--- src/core/asc_pkg.sv ---
`default_nettype none
package asc_pkg;
	// Sizes
	localparam int NCH = 2;
	localparam int CH_W = 1;
	localparam int NTMR = 3;
	localparam int NCONV = 2;
	localparam int NOCU = 2;
	localparam int CNT_W = 16;
	localparam int MCNT_W = 4;
	localparam int PH_NUM = 4;
	localparam int XFER_W = 2;
	localparam int TSEL_W = 2;
	localparam int DEST_W = 1;
	localparam int MSK_W = 6;
	localparam int APB_AW = 12;
	localparam int APB_DW = 32;
	// Phase enable positions
	localparam int PHEN_ZERO_BIT = 0;
	localparam int PHEN_UP_BIT = 1;
	localparam int PHEN_PEAK_BIT = 2;
	localparam int PHEN_DOWN_BIT = 3;
	// Mask compare layout
	localparam int MCNT_LSB = 0;
	localparam int MSK_ZERO_BIT = 4;
	localparam int MSK_PEAK_BIT = 5;
	// Shadow transfer select
	localparam logic [XFER_W-1:0] XFER_NONE = 2'h0;
	localparam int XFER_ZERO_BIT = 0;
	localparam int XFER_PEAK_BIT = 1;
	// Reset values and other constants
	localparam logic [CNT_W-1:0] CMP_RST = 16'h0000;
	localparam logic [MSK_W-1:0] MSK_RST = 6'h00;
	localparam logic [MCNT_W-1:0] MCNT_ZERO = 4'h0;
	localparam logic [PH_NUM-1:0] PHEN_OFF = 4'h0;
	localparam logic [CNT_W-1:0] CTR_ONE = 16'h0001;
	// Register map
	localparam logic [APB_AW-1:0] MASK_BASE = 12'h040;
	localparam logic [APB_AW-1:0] STATUS_ADDR = 12'h050;
	localparam int CH_LSB = 4;
	localparam int REG_LSB = 2;
	localparam logic [1:0] SLOT_MODE = 2'h0;
	localparam logic [1:0] SLOT_SETUP = 2'h1;
	localparam logic [1:0] SLOT_LINK = 2'h2;
	localparam logic [1:0] SLOT_CMP = 2'h3;
	// Mode control fields
	localparam int MODE_OFS_BIT = 4;
	localparam int MODE_TRIG_BIT = 5;
	// Setup control fields
	localparam int SETUP_XFER_LSB = 0;
	localparam int SETUP_LINK_BIT = 2;
	localparam int SETUP_DEST_LSB = 3;
	// Status fields
	localparam int STAT_EN_LSB = 0;
	localparam int STAT_BUSY_LSB = 8;

	typedef enum logic [2:0] {PH_STOP, PH_ZERO, PH_UP, PH_PEAK, PH_DOWN} asc_phase_e;
	typedef enum logic {OFS_IDLE, OFS_COUNT} asc_ofs_e;
	typedef enum logic [2:0] {K_MODE, K_SETUP, K_LINK, K_CMP, K_MASK, K_STATUS, K_NONE} asc_reg_e;
endpackage : asc_pkg
`default_nettype wire

--- src/core/asc_link_if.sv ---
`default_nettype none
interface asc_link_if;
	import asc_pkg::*;
	logic [NCH-1:0][PH_NUM-1:0] phase_en;
	logic [NCH-1:0] offset_mode;
	logic [NCH-1:0] trig_sel;
	logic [NCH-1:0][XFER_W-1:0] xfer_sel;
	logic [NCH-1:0] mask_link;
	logic [NCH-1:0][DEST_W-1:0] dest_sel;
	logic [NCH-1:0][TSEL_W-1:0] timer_sel;
	logic [NCH-1:0] cmp_wr;
	logic [NCH-1:0] msk_wr;
	logic [CNT_W-1:0] wr_data;
	logic [NCH-1:0][CNT_W-1:0] active_cmp;
	logic [NCH-1:0] ofs_busy;

	modport dev (
		input phase_en, offset_mode, trig_sel, xfer_sel, mask_link, dest_sel, timer_sel,
		input cmp_wr, msk_wr, wr_data,
		output active_cmp, ofs_busy
	);
	modport ctl (
		output phase_en, offset_mode, trig_sel, xfer_sel, mask_link, dest_sel, timer_sel,
		output cmp_wr, msk_wr, wr_data,
		input active_cmp, ofs_busy
	);
endinterface : asc_link_if
`default_nettype wire

--- src/core/asc_converter_start_comparator.sv ---
`default_nettype none
module asc_converter_start_comparator (
	// Clock and reset
	input wire logic pclk,
	input wire logic presetn,
	input wire logic pclk_en,
	// Timers
	input wire logic [asc_pkg::CNT_W-1:0] tmr_count [asc_pkg::NTMR],
	input wire asc_pkg::asc_phase_e tmr_phase [asc_pkg::NTMR],
	input wire logic [asc_pkg::MCNT_W-1:0] tmr_mask_cnt [asc_pkg::NTMR],
	// Output compare units
	input wire logic [asc_pkg::NOCU-1:0] oc_match,
	// Converter starts
	output logic [asc_pkg::NCONV-1:0] conv_start,
	// Controller link
	asc_link_if.dev lnk
);
	import asc_pkg::*;

	function automatic logic phase_hit(input asc_phase_e ph, input logic [PH_NUM-1:0] en);
		logic hit;
		hit = 1'b0;
		case (ph)
			PH_ZERO: hit = en[PHEN_ZERO_BIT];
			PH_UP: hit = en[PHEN_UP_BIT];
			PH_PEAK: hit = en[PHEN_PEAK_BIT];
			PH_DOWN: hit = en[PHEN_DOWN_BIT];
			default: hit = 1'b0;
		endcase
		return hit;
	endfunction : phase_hit

	function automatic logic mask_ok(input asc_phase_e ph, input logic [MSK_W-1:0] msk,
		input logic [MCNT_W-1:0] mcnt);
		logic chk;
		chk = ((ph == PH_ZERO) && msk[MSK_ZERO_BIT]) || ((ph == PH_PEAK) && msk[MSK_PEAK_BIT]);
		return !chk || (mcnt == msk[MCNT_LSB +: MCNT_W]);
	endfunction : mask_ok

	logic [NCH-1:0] nxt_start;
	logic [NCONV-1:0] nxt_conv;
	logic [NCONV-1:0] conv_start_ff;

	genvar c;
	generate
		for (c = 0; c < NCH; c++)
		begin : g_ch
			logic [TSEL_W-1:0] ti;
			logic [CNT_W-1:0] cnt;
			asc_phase_e ph;
			logic [MCNT_W-1:0] mcnt;
			logic counting;
			logic direct;
			logic at_xfer;
			logic enabled;
			logic hit;
			logic qual;
			logic trig;
			logic tick;
			logic [CNT_W-1:0] cmp_ff;
			logic [CNT_W-1:0] cmp_shadow_ff;
			logic [MSK_W-1:0] msk_ff;
			logic [MSK_W-1:0] msk_shadow_ff;
			logic qual_prev_ff;
			logic trig_prev_ff;
			logic [CNT_W-1:0] cnt_prev_ff;
			asc_ofs_e state_ff;
			asc_ofs_e nxt_state;
			logic [CNT_W-1:0] ctr_ff;
			logic [CNT_W-1:0] nxt_ctr;
			logic ofs_fire;

			// Out-of-range timer selection falls back to timer 0
			assign ti = (lnk.timer_sel[c] < TSEL_W'(NTMR)) ? lnk.timer_sel[c] : '0;
			assign cnt = tmr_count[ti];
			assign ph = tmr_phase[ti];
			assign mcnt = tmr_mask_cnt[ti];

			assign counting = (ph != PH_STOP);
			assign direct = (lnk.xfer_sel[c] == XFER_NONE) || !counting;
			assign at_xfer = ((lnk.xfer_sel[c][XFER_ZERO_BIT] && (ph == PH_ZERO))
				|| (lnk.xfer_sel[c][XFER_PEAK_BIT] && (ph == PH_PEAK)))
				&& (!lnk.mask_link[c] || (mcnt == MCNT_ZERO));

			// Compare value with shadow
			always_ff @(posedge pclk or negedge presetn)
			begin
				if (!presetn)
				begin
					cmp_ff <= CMP_RST;
					cmp_shadow_ff <= CMP_RST;
				end
				else if (pclk_en)
				begin
					if (lnk.cmp_wr[c])
						cmp_shadow_ff <= lnk.wr_data;
					if (lnk.cmp_wr[c] && direct)
						cmp_ff <= lnk.wr_data;
					else if (at_xfer)
						cmp_ff <= cmp_shadow_ff;
				end
			end

			// Mask compare with shadow
			always_ff @(posedge pclk or negedge presetn)
			begin
				if (!presetn)
				begin
					msk_ff <= MSK_RST;
					msk_shadow_ff <= MSK_RST;
				end
				else if (pclk_en)
				begin
					if (lnk.msk_wr[c])
						msk_shadow_ff <= lnk.wr_data[MSK_W-1:0];
					if (lnk.msk_wr[c] && direct)
						msk_ff <= lnk.wr_data[MSK_W-1:0];
					else if (at_xfer)
						msk_ff <= msk_shadow_ff;
				end
			end

			assign enabled = |lnk.phase_en[c];
			assign hit = phase_hit(ph, lnk.phase_en[c]) && mask_ok(ph, msk_ff, mcnt);
			// Plain equality only; stop phase has no enable
			assign qual = enabled && !lnk.offset_mode[c] && (cnt == cmp_ff) && hit;
			assign trig = enabled && lnk.offset_mode[c] && oc_match[lnk.trig_sel[c]] && hit;
			assign tick = (cnt != cnt_prev_ff);

			always_ff @(posedge pclk or negedge presetn)
			begin
				if (!presetn)
				begin
					qual_prev_ff <= 1'b0;
					trig_prev_ff <= 1'b0;
					cnt_prev_ff <= CMP_RST;
				end
				else if (pclk_en)
				begin
					qual_prev_ff <= qual;
					trig_prev_ff <= trig;
					cnt_prev_ff <= cnt;
				end
			end

			// Offset delay counter, one step per timer count change
			always_comb
			begin
				nxt_state = state_ff;
				nxt_ctr = ctr_ff;
				ofs_fire = 1'b0;
				if (!enabled || !lnk.offset_mode[c])
				begin
					nxt_state = OFS_IDLE;
					nxt_ctr = CMP_RST;
				end
				else if (trig && !trig_prev_ff)
				begin
					if (cmp_ff == CMP_RST)
					begin
						ofs_fire = 1'b1;
						nxt_state = OFS_IDLE;
					end
					else
					begin
						nxt_state = OFS_COUNT;
						nxt_ctr = cmp_ff;
					end
				end
				else
				begin
					case (state_ff)
						OFS_IDLE: nxt_state = OFS_IDLE;
						OFS_COUNT:
						begin
							if (tick && (ctr_ff == CTR_ONE))
							begin
								ofs_fire = 1'b1;
								nxt_state = OFS_IDLE;
								nxt_ctr = CMP_RST;
							end
							else if (tick)
								nxt_ctr = ctr_ff - CTR_ONE;
						end
						default: nxt_state = OFS_IDLE;
					endcase
				end
			end

			always_ff @(posedge pclk or negedge presetn)
			begin
				if (!presetn)
				begin
					state_ff <= OFS_IDLE;
					ctr_ff <= CMP_RST;
				end
				else if (pclk_en)
				begin
					state_ff <= nxt_state;
					ctr_ff <= nxt_ctr;
				end
			end

			assign nxt_start[c] = (qual && !qual_prev_ff) || ofs_fire;
			assign lnk.active_cmp[c] = cmp_ff;
			assign lnk.ofs_busy[c] = (state_ff == OFS_COUNT);
		end
	endgenerate

	// Merge channel starts per destination
	always_comb
	begin
		nxt_conv = '0;
		for (int k = 0; k < NCONV; k++)
			for (int i = 0; i < NCH; i++)
				if (lnk.dest_sel[i] == DEST_W'(k))
					nxt_conv[k] = nxt_conv[k] | nxt_start[i];
	end

	always_ff @(posedge pclk or negedge presetn)
	begin
		if (!presetn)
			conv_start_ff <= '0;
		else if (pclk_en)
			conv_start_ff <= nxt_conv;
		else
			conv_start_ff <= '0;
	end

	assign conv_start = conv_start_ff;
endmodule : asc_converter_start_comparator
`default_nettype wire

--- src/flat_wrapper.sv ---
// flat-port wrapper written by rule: the top's interface ports become plain ports
module asc_converter_start_comparator_flat import asc_pkg::*;
  (pclk, presetn, pclk_en, tmr_count, tmr_phase, tmr_mask_cnt, oc_match, conv_start, lnk_phase_en, lnk_offset_mode, lnk_trig_sel, lnk_xfer_sel, lnk_mask_link, lnk_dest_sel, lnk_timer_sel, lnk_cmp_wr, lnk_msk_wr, lnk_wr_data, lnk_active_cmp, lnk_ofs_busy);
  asc_link_if lnk_i ();
  input wire logic pclk;
  input wire logic presetn;
  input wire logic pclk_en;
  input wire logic [asc_pkg::CNT_W-1:0] tmr_count[asc_pkg::NTMR];
  input wire asc_pkg::asc_phase_e tmr_phase[asc_pkg::NTMR];
  input wire logic [asc_pkg::MCNT_W-1:0] tmr_mask_cnt[asc_pkg::NTMR];
  input wire logic [asc_pkg::NOCU-1:0] oc_match;
  output logic [asc_pkg::NCONV-1:0] conv_start;
  input wire logic [$bits(lnk_i.phase_en)-1:0] lnk_phase_en;
  input wire logic [$bits(lnk_i.offset_mode)-1:0] lnk_offset_mode;
  input wire logic [$bits(lnk_i.trig_sel)-1:0] lnk_trig_sel;
  input wire logic [$bits(lnk_i.xfer_sel)-1:0] lnk_xfer_sel;
  input wire logic [$bits(lnk_i.mask_link)-1:0] lnk_mask_link;
  input wire logic [$bits(lnk_i.dest_sel)-1:0] lnk_dest_sel;
  input wire logic [$bits(lnk_i.timer_sel)-1:0] lnk_timer_sel;
  input wire logic [$bits(lnk_i.cmp_wr)-1:0] lnk_cmp_wr;
  input wire logic [$bits(lnk_i.msk_wr)-1:0] lnk_msk_wr;
  input wire logic [$bits(lnk_i.wr_data)-1:0] lnk_wr_data;
  output wire logic [$bits(lnk_i.active_cmp)-1:0] lnk_active_cmp;
  output wire logic [$bits(lnk_i.ofs_busy)-1:0] lnk_ofs_busy;
  assign lnk_i.phase_en = lnk_phase_en;
  assign lnk_i.offset_mode = lnk_offset_mode;
  assign lnk_i.trig_sel = lnk_trig_sel;
  assign lnk_i.xfer_sel = lnk_xfer_sel;
  assign lnk_i.mask_link = lnk_mask_link;
  assign lnk_i.dest_sel = lnk_dest_sel;
  assign lnk_i.timer_sel = lnk_timer_sel;
  assign lnk_i.cmp_wr = lnk_cmp_wr;
  assign lnk_i.msk_wr = lnk_msk_wr;
  assign lnk_i.wr_data = lnk_wr_data;
  assign lnk_active_cmp = lnk_i.active_cmp;
  assign lnk_ofs_busy = lnk_i.ofs_busy;
  asc_converter_start_comparator u_core (.pclk(pclk), .presetn(presetn), .pclk_en(pclk_en), .tmr_count(tmr_count), .tmr_phase(tmr_phase), .tmr_mask_cnt(tmr_mask_cnt), .oc_match(oc_match), .conv_start(conv_start), .lnk(lnk_i));
endmodule
--- config.mk ---
export PLATFORM = sky130hd
export DESIGN_NAME = asc_converter_start_comparator_flat
export DESIGN_NICKNAME = d
export VERILOG_FILES = /design/src/core/asc_pkg.sv /design/src/core/asc_link_if.sv /design/src/core/asc_converter_start_comparator.sv /design/src/flat_wrapper.sv
export SDC_FILE = /design/constraint.sdc
export NUM_CORES = 1
export LEC_CHECK = 0
export ABC_AREA = 1
export BUFFER_PORTS_ARGS = -buffer_cell sky130_fd_sc_hd__buf_2
export CELL_PAD_IN_SITES_DETAIL_PLACEMENT = 0
export CELL_PAD_IN_SITES_GLOBAL_PLACEMENT = 1
export CORE_ASPECT_RATIO = 1.75
export CORE_UTILIZATION = 40
export CTS_BUF_LIST = sky130_fd_sc_hd__clkbuf_4 sky130_fd_sc_hd__clkbuf_8
export DETAILED_ROUTE_END_ITERATION = 10
export GPL_TIMING_DRIVEN = 0
export PLACE_DENSITY = 0.91
export SLEW_MARGIN = 0
export SYNTH_ARGS = -nofsm -noshare
export SYNTH_HDL_FRONTEND = slang
export SYNTH_SLANG_ARGS = --single-unit
--- constraint.sdc ---
create_clock -name pclk -period 4.3 [get_ports pclk]
set_input_delay 0 -clock pclk [delete_from_list [all_inputs] [get_ports pclk]]
set_output_delay 0 -clock pclk [all_outputs]
set_load 0.05 [all_outputs]
-- Word level (Yosys, flattened, before mapping)
Index checks and enable logic that the tools add are counted.
- flip-flop bits (word level): 160
- bits in latches: 0
- memory bits (writable): 0
- bits in read-only memories: 0
- output and inout bits: 36
- word-level logic and storage cells: 212
- memories kept: 0
- add/subtract/negate cells: 2
- multipliers: 0
- divide/modulo/power cells: 0
- magnitude comparators: 6
- eq/ne operators: 18
- shift-type cells: 0
- multiplexer cells: 71
- bitwise logic cells: 6
- reductions and logical operators: 90
- operators with widths (kind ; count):
    $mux W16 ; 20
    $bmux W16 S2 ; 2
    $logic_and A1 B1 Y1 ; 34
    $eq A16 B1 Y1 const B ; 2
    $eq A16 B16 Y1 ; 2
    $logic_not A16 Y1 ; 2
    $ne A16 B16 Y1 ; 2
    $sub A16 B1 Y16 const B ; 2
    $mux W1 ; 26
    $mux W6 ; 4
    $bmux W4 S2 ; 2
    $mux W4 ; 4
    $reduce_and A2 Y1 ; 8
    $logic_not A1 Y1 ; 14
    $logic_or A1 B1 Y1 ; 14
    $bmux W3 S2 ; 2
    $eq A3 B2 Y1 const B ; 4
    $mux W3 ; 4
    $reduce_bool A3 Y1 ; 4
    $eq A4 B4 Y1 ; 2
    $logic_not A4 Y1 ; 2
    $pmux W1 S4 ; 2
    $reduce_and A4 Y1 ; 2
    $reduce_bool A2 Y1 ; 4
    14 further kinds ; 29

-- Logic depth before layout (Yosys ltp)
- depth in word-level cells: 21
- depth in mapped cells: 22
- mapped depth without buffers: 19

-- Worst setup path after synthesis
OpenSTA, ideal clock, no wires.
- kind: reg-to-reg
- start: reg u_core.g_ch[1].ctr_ff[1]
- end: reg u_core.g_ch[1].ctr_ff[14]
- library setup time: 0.126 ns
- arrival: 1.759 ns
- required time: 4.174 ns
- setup slack: 2.415 ns
- stages on the path, launching flop included: 12
- path buffers: 0
- clock period less this slack: 1.885 ns
- cell sequence: dfrtp_1 -> inv_1 -> ha_1 -> nand2_1 -> nor4_1 -> nand2_1 -> o21ai_0 -> inv_1 -> o21ai_0 -> a21oi_1 -> nand2_1 -> o21ai_0
- cells in the longest elaborated chain, start to end: 6
- elaborated cells on any way between the ends: 10
- ends and longest elaborated chain (what ; RTL line ; text):
    start: declaration ; asc_converter_start_comparator.sv:69 ; logic [CNT_W-1:0] ctr_ff;
    start signal: assignment ; asc_converter_start_comparator.sv:200 ; ctr_ff <= nxt_ctr;
    $sub A16 B1 Y16 or $eq A16 B1 Y1 (tied branches) ; asc_converter_start_comparator.sv:183, asc_converter_start_comparator.sv:176 ;
    $mux W16 or $logic_and A1 B1 Y1 (tied branches) ; asc_converter_start_comparator.sv:182, asc_converter_start_comparator.sv:176 ;
    $mux W16 ; asc_converter_start_comparator.sv:176 ; if (tick && (ctr_ff == CTR_ONE))
    $mux W16 ; asc_converter_start_comparator.sv:172 ; case (state_ff)
    $mux W16 ; asc_converter_start_comparator.sv:157 ; else if (trig && !trig_prev_ff)
    $mux W16 ; asc_converter_start_comparator.sv:152 ; if (!enabled || !lnk.offset_mode[c])
Parallel ways exist; a longest one is shown, timed or not. The select of a mux whose other input is x is not followed.
A chain may end at the register's enable or synchronous reset.

-- Worst setup path in the final report
- start: reg u_core.g_ch[1].ctr_ff[2]
- end: reg u_core.g_ch[1].ctr_ff[14]
The elaborated chain is that of the path after synthesis.

==> flow_metrics.env <==
export IMPL_status="completed"
export IMPL_regArea_mm2=0.00400
export IMPL_hold_violations=0
export IMPL_crit_arrival_ns=3.26
export IMPL_path_class="register to register"
export IMPL_clk_latency_ns=0.51
export IMPL_synth_top_family_by_area="simple AND/OR/NAND/NOR gates"
export IMPL_drive_gt1_share_pct=14.3
export IMPL_synth_edf_count=0
export IMPL_synth_seq_cells=160
export IMPL_multi_input_area_mm2=0.00605
export IMPL_grt_pass1_wl_um=69400
export IMPL_gp_congestion=0.978
export IMPL_critPathCapture="u_core.g_ch[1].ctr_ff[14]$_DFFE_PN0P_"
export IMPL_synth_compound_area_share_pct=12.7
export IMPL_grt_max_degree=93
export IMPL_place_hpwl_um=35600
export IMPL_synthSimpleGateAreaFrac_pct=38.2
export IMPL_ios=154
export IMPL_setup_viol=0
export IMPL_rrSetupSlack_ns=1.44
export IMPL_min_path_type="primary input to register"
export IMPL_nNetsFinal=2065
export IMPL_min_from="lnk_trig_sel[0]"
export IMPL_leakage_uw=0.00689
export IMPL_synth_xor_area_share_pct=2.58
export IMPL_clock_root_buffer="clkbuf_8"
export IMPL_placement_cell_area_mm2=0.0125
export IMPL_period_needed_ns=2.86
export IMPL_seq_area_frac_synth_pct=35.7
export IMPL_place_inst=2224
export IMPL_synth_fp_nets=1827
export IMPL_viasPerCell=5.39
export IMPL_cts_resized=0
export IMPL_n_fill_cell=2933
export IMPL_postRouteAntennaNets=0
export IMPL_rr_worst_depth=10
export IMPL_clock_sinks=160
export IMPL_die_area_mm2=0.0287
export IMPL_crit_chain="nor2_1 -> nand2_1 -> nor4_1 -> nand2_1 -> o21ai_0 -> inv_1 -> o21ai_0 -> a21oi_1 -> nand2_1 -> o21ai_0"
export IMPL_cts_tree="done"
export IMPL_slew_headroom_pct=36.9
export IMPL_initial_core_util_pct=40.9
export IMPL_crit_start="u_core.g_ch[1].ctr_ff[2]$_DFFE_PN0P_"
export IMPL_die_width_um=129
export IMPL_die_h_um=223
export IMPL_crit_path_end_kind="register"
export IMPL_synth_cell_types=41
export IMPL_cp_slowest_cell="nor2_1"
export IMPL_instances_no_fill=2329
export IMPL_fmax_mhz=349
export IMPL_place_port_buffers=149
export IMPL_h_tree_depth=4
export IMPL_synth_area_mm2=0.0112
export IMPL_design_area_mm2=0.0136
export IMPL_maxCapViolations=0
export IMPL_drtIter0Drc=887
export IMPL_track_usage_pct=33.0
export IMPL_synth_area_top_cells="dfrtp_1 (36%), nand2_1 (18%), nand3_1 (9.8%)"
export IMPL_yosys_area_top_type="dfrtp_1"
export IMPL_finalCritPeriodShare_pct=66.6
export IMPL_rows=80
export IMPL_synth_commonest_cells="nand2_1 (552), nand3_1 (219), o21ai_0 (189)"
export IMPL_muxShareOfSynthArea_pct=0
export IMPL_yosys_warnings=0
export IMPL_maxSlewViolCount=0
export IMPL_peakVddDrop_uv=249
export IMPL_antenna_found_initial=3
export IMPL_fin_tns_setup_ns=0
export IMPL_reg2reg_from="u_core.g_ch[1].ctr_ff[2]$_DFFE_PN0P_"
export IMPL_avgSynthCellArea_um2=6.58
export IMPL_synth_top_area_share_pct=35.7
export IMPL_grt_pass1_vias=12357
export IMPL_power_density_mw_per_mm2=474
export IMPL_wire_per_inst_um=19.5
export IMPL_cpPeakStageDelay_ns=0.61
export IMPL_cts_buffers=17
export IMPL_grt_overflow=0
export IMPL_critPathLaunchType="register"
export IMPL_area_delta_synth_final_pct=21.2
export IMPL_totalWireLength_um=45500
export IMPL_drc=0
export IMPL_synthAdderAreaFrac_pct=0.446
export IMPL_rr_endpoint="u_core.g_ch[1].ctr_ff[14]$_DFFE_PN0P_"
export IMPL_rsz0062_at_grt="false"
export IMPL_skew_ns=0.0142
export IMPL_finalCoreUtilization_pct=49.6
export IMPL_clockBufferDepth=2
export IMPL_worstPathRequired_ns=4.69
export IMPL_path_clk_slew_ns=0.10
export IMPL_worstMarginPinSlew_ns=0.947
export IMPL_synth_flop_cell="dfrtp_1"
export IMPL_first_pass_iters=7
export IMPL_async_flop_share_pct=100
export IMPL_vias=12542
export IMPL_core_mm2=0.0274
export IMPL_worst_path_max_fanout=4
export IMPL_syn_inst=1705
export IMPL_yosysMostFrequentCell="nand2_1"
==> cell families (layout without fill, tap and decap cells) <==
logic type	count (synthesis)	after routing
AND/OR/NAND/NOR	974	974
AO/OA/AOI/OAI	270	270
flip-flops	160	160
other	0	4
adder cells (fa/ha/maj)	4	4
buffers and inverters	264	515
XOR/XNOR	33	33
==> worst min path at each step <==
| stage | cells past startpoint | slack [ns] | end |
|---|---|---|---|
| 3_3_place_gp | 3 | 0.27 | u_core.conv_start[1]$_DFF_PN0_ |
| 5_1_grt | 4 | 0.05 | u_core.g_ch[0].trig_prev_ff$_DFFE_PN0P_ |
| 6_report | 4 | 0.03 | u_core.g_ch[0].trig_prev_ff$_DFFE_PN0P_ |
| 2_1_floorplan | 0 | -0.30 | u_core.conv_start[0]$_DFF_PN0_ |
| 3_5_place_dp | 1 | 0.09 | u_core.g_ch[1].ctr_ff[2]$_DFFE_PN0P_ |
| 4_1_cts | 4 | 0.0007 | u_core.g_ch[1].cnt_prev_ff[0]$_DFFE_PN0P_ |
==> through the flow <==
stage | total power, uW | worst slack [ns] | hold WS, ns
after detailed placement | 5050 | 1.51 | 0.0877
after CTS | 6380 | 1.55 | 0.000674
after global routing | 6860 | 1.17 | 0.0469
after global placement | 5000 | 0.547 | 0.268
after floorplan | 4170 | 2.42 | -0.296
final | 6450 | 1.44 | 0.0338
==> worst max-delay path, delay by kind of cell (launching register included) <==
family / cells / cell delay, ns
buffers and inverters: 1 / 0.06
AO/OA/AOI/OAI: 4 / 0.56
flip-flops: 1 / 0.42
AND/OR/NAND/NOR: 5 / 1.72
==> sequential cells by signal, indices dropped and copies added, names as in the netlist <==
| register | count |
|---|---|
| u_core.g_ch.cnt_prev_ff | 32 |
| u_core.g_ch.msk_shadow_ff | 12 |
| u_core.g_ch.qual_prev_ff | 2 |
| u_core.g_ch.msk_ff | 12 |
| u_core.g_ch.cmp_shadow_ff | 32 |
| u_core.g_ch.cmp_ff | 32 |
| u_core.g_ch.trig_prev_ff | 2 |
| u_core.g_ch.ctr_ff | 32 |
| u_core.conv_start | 2 |
| u_core.g_ch.state_ff | 2 |
==> area by class of cell <==
class | instances | area share, %
Clock inverter | 11 | 1.12
Inverter | 189 | 5.27
Clock buffer | 21 | 2.08
Tap cell | 369 | 3.40
Timing Repair Buffer | 219 | 10.8
Antenna cell | 4 | 0.0736
Multi-Input combinational cell | 1281 | 44.5
Sequential cell | 160 | 29.5
Buffer | 75 | 3.27
==> layout by cell type, fill, tap and decap left out, drive strengths merged <==
master | netlist | layout
dfrtp | 160 | 160
nand3 | 228 | 228
nor4 | 10 | 10
diode | 0 | 4
or2 | 8 | 8
nor3 | 12 | 12
clkbuf | 34 | 55
clkinv | 0 | 3
xor2 | 32 | 32
o22ai | 4 | 4
xnor2 | 1 | 1
a22o | 1 | 1
buf | 41 | 191
a211oi | 2 | 2
nor2 | 101 | 101
nand2 | 571 | 571
clkinvlp | 0 | 2
a31oi | 11 | 11
inv | 189 | 192
o21ai | 212 | 212
dlygate4sd3 | 0 | 69
bufinv | 0 | 3
ha | 4 | 4
nand4 | 31 | 31
nand3b | 13 | 13
a21oi | 40 | 40
==> layer usage <==
metal  GRT usage, %  vias up  wire (um)
li1               -     6022          -
met1           33.1     5760      16000
met2           56.3      546      22300
met3           6.52      214       2720
met4           30.7        0       4440
met5              0        -          0
==> power breakdown <==
part           leakage [uW]  switching (uW)  internal (uW)
combinational       0.00466            1910            971
clock              0.000218             634            633
sequential          0.00201             447           1850
total               0.00689            2990           3460
==> timing repair <==
item,CTS,global route
endpoints found under the setup margin,0,0
hold buffers,69,0
endpoints found under the hold margin,177,0
setup buffers,0,0
No activity file was read; power rests on OpenSTA's default activity.
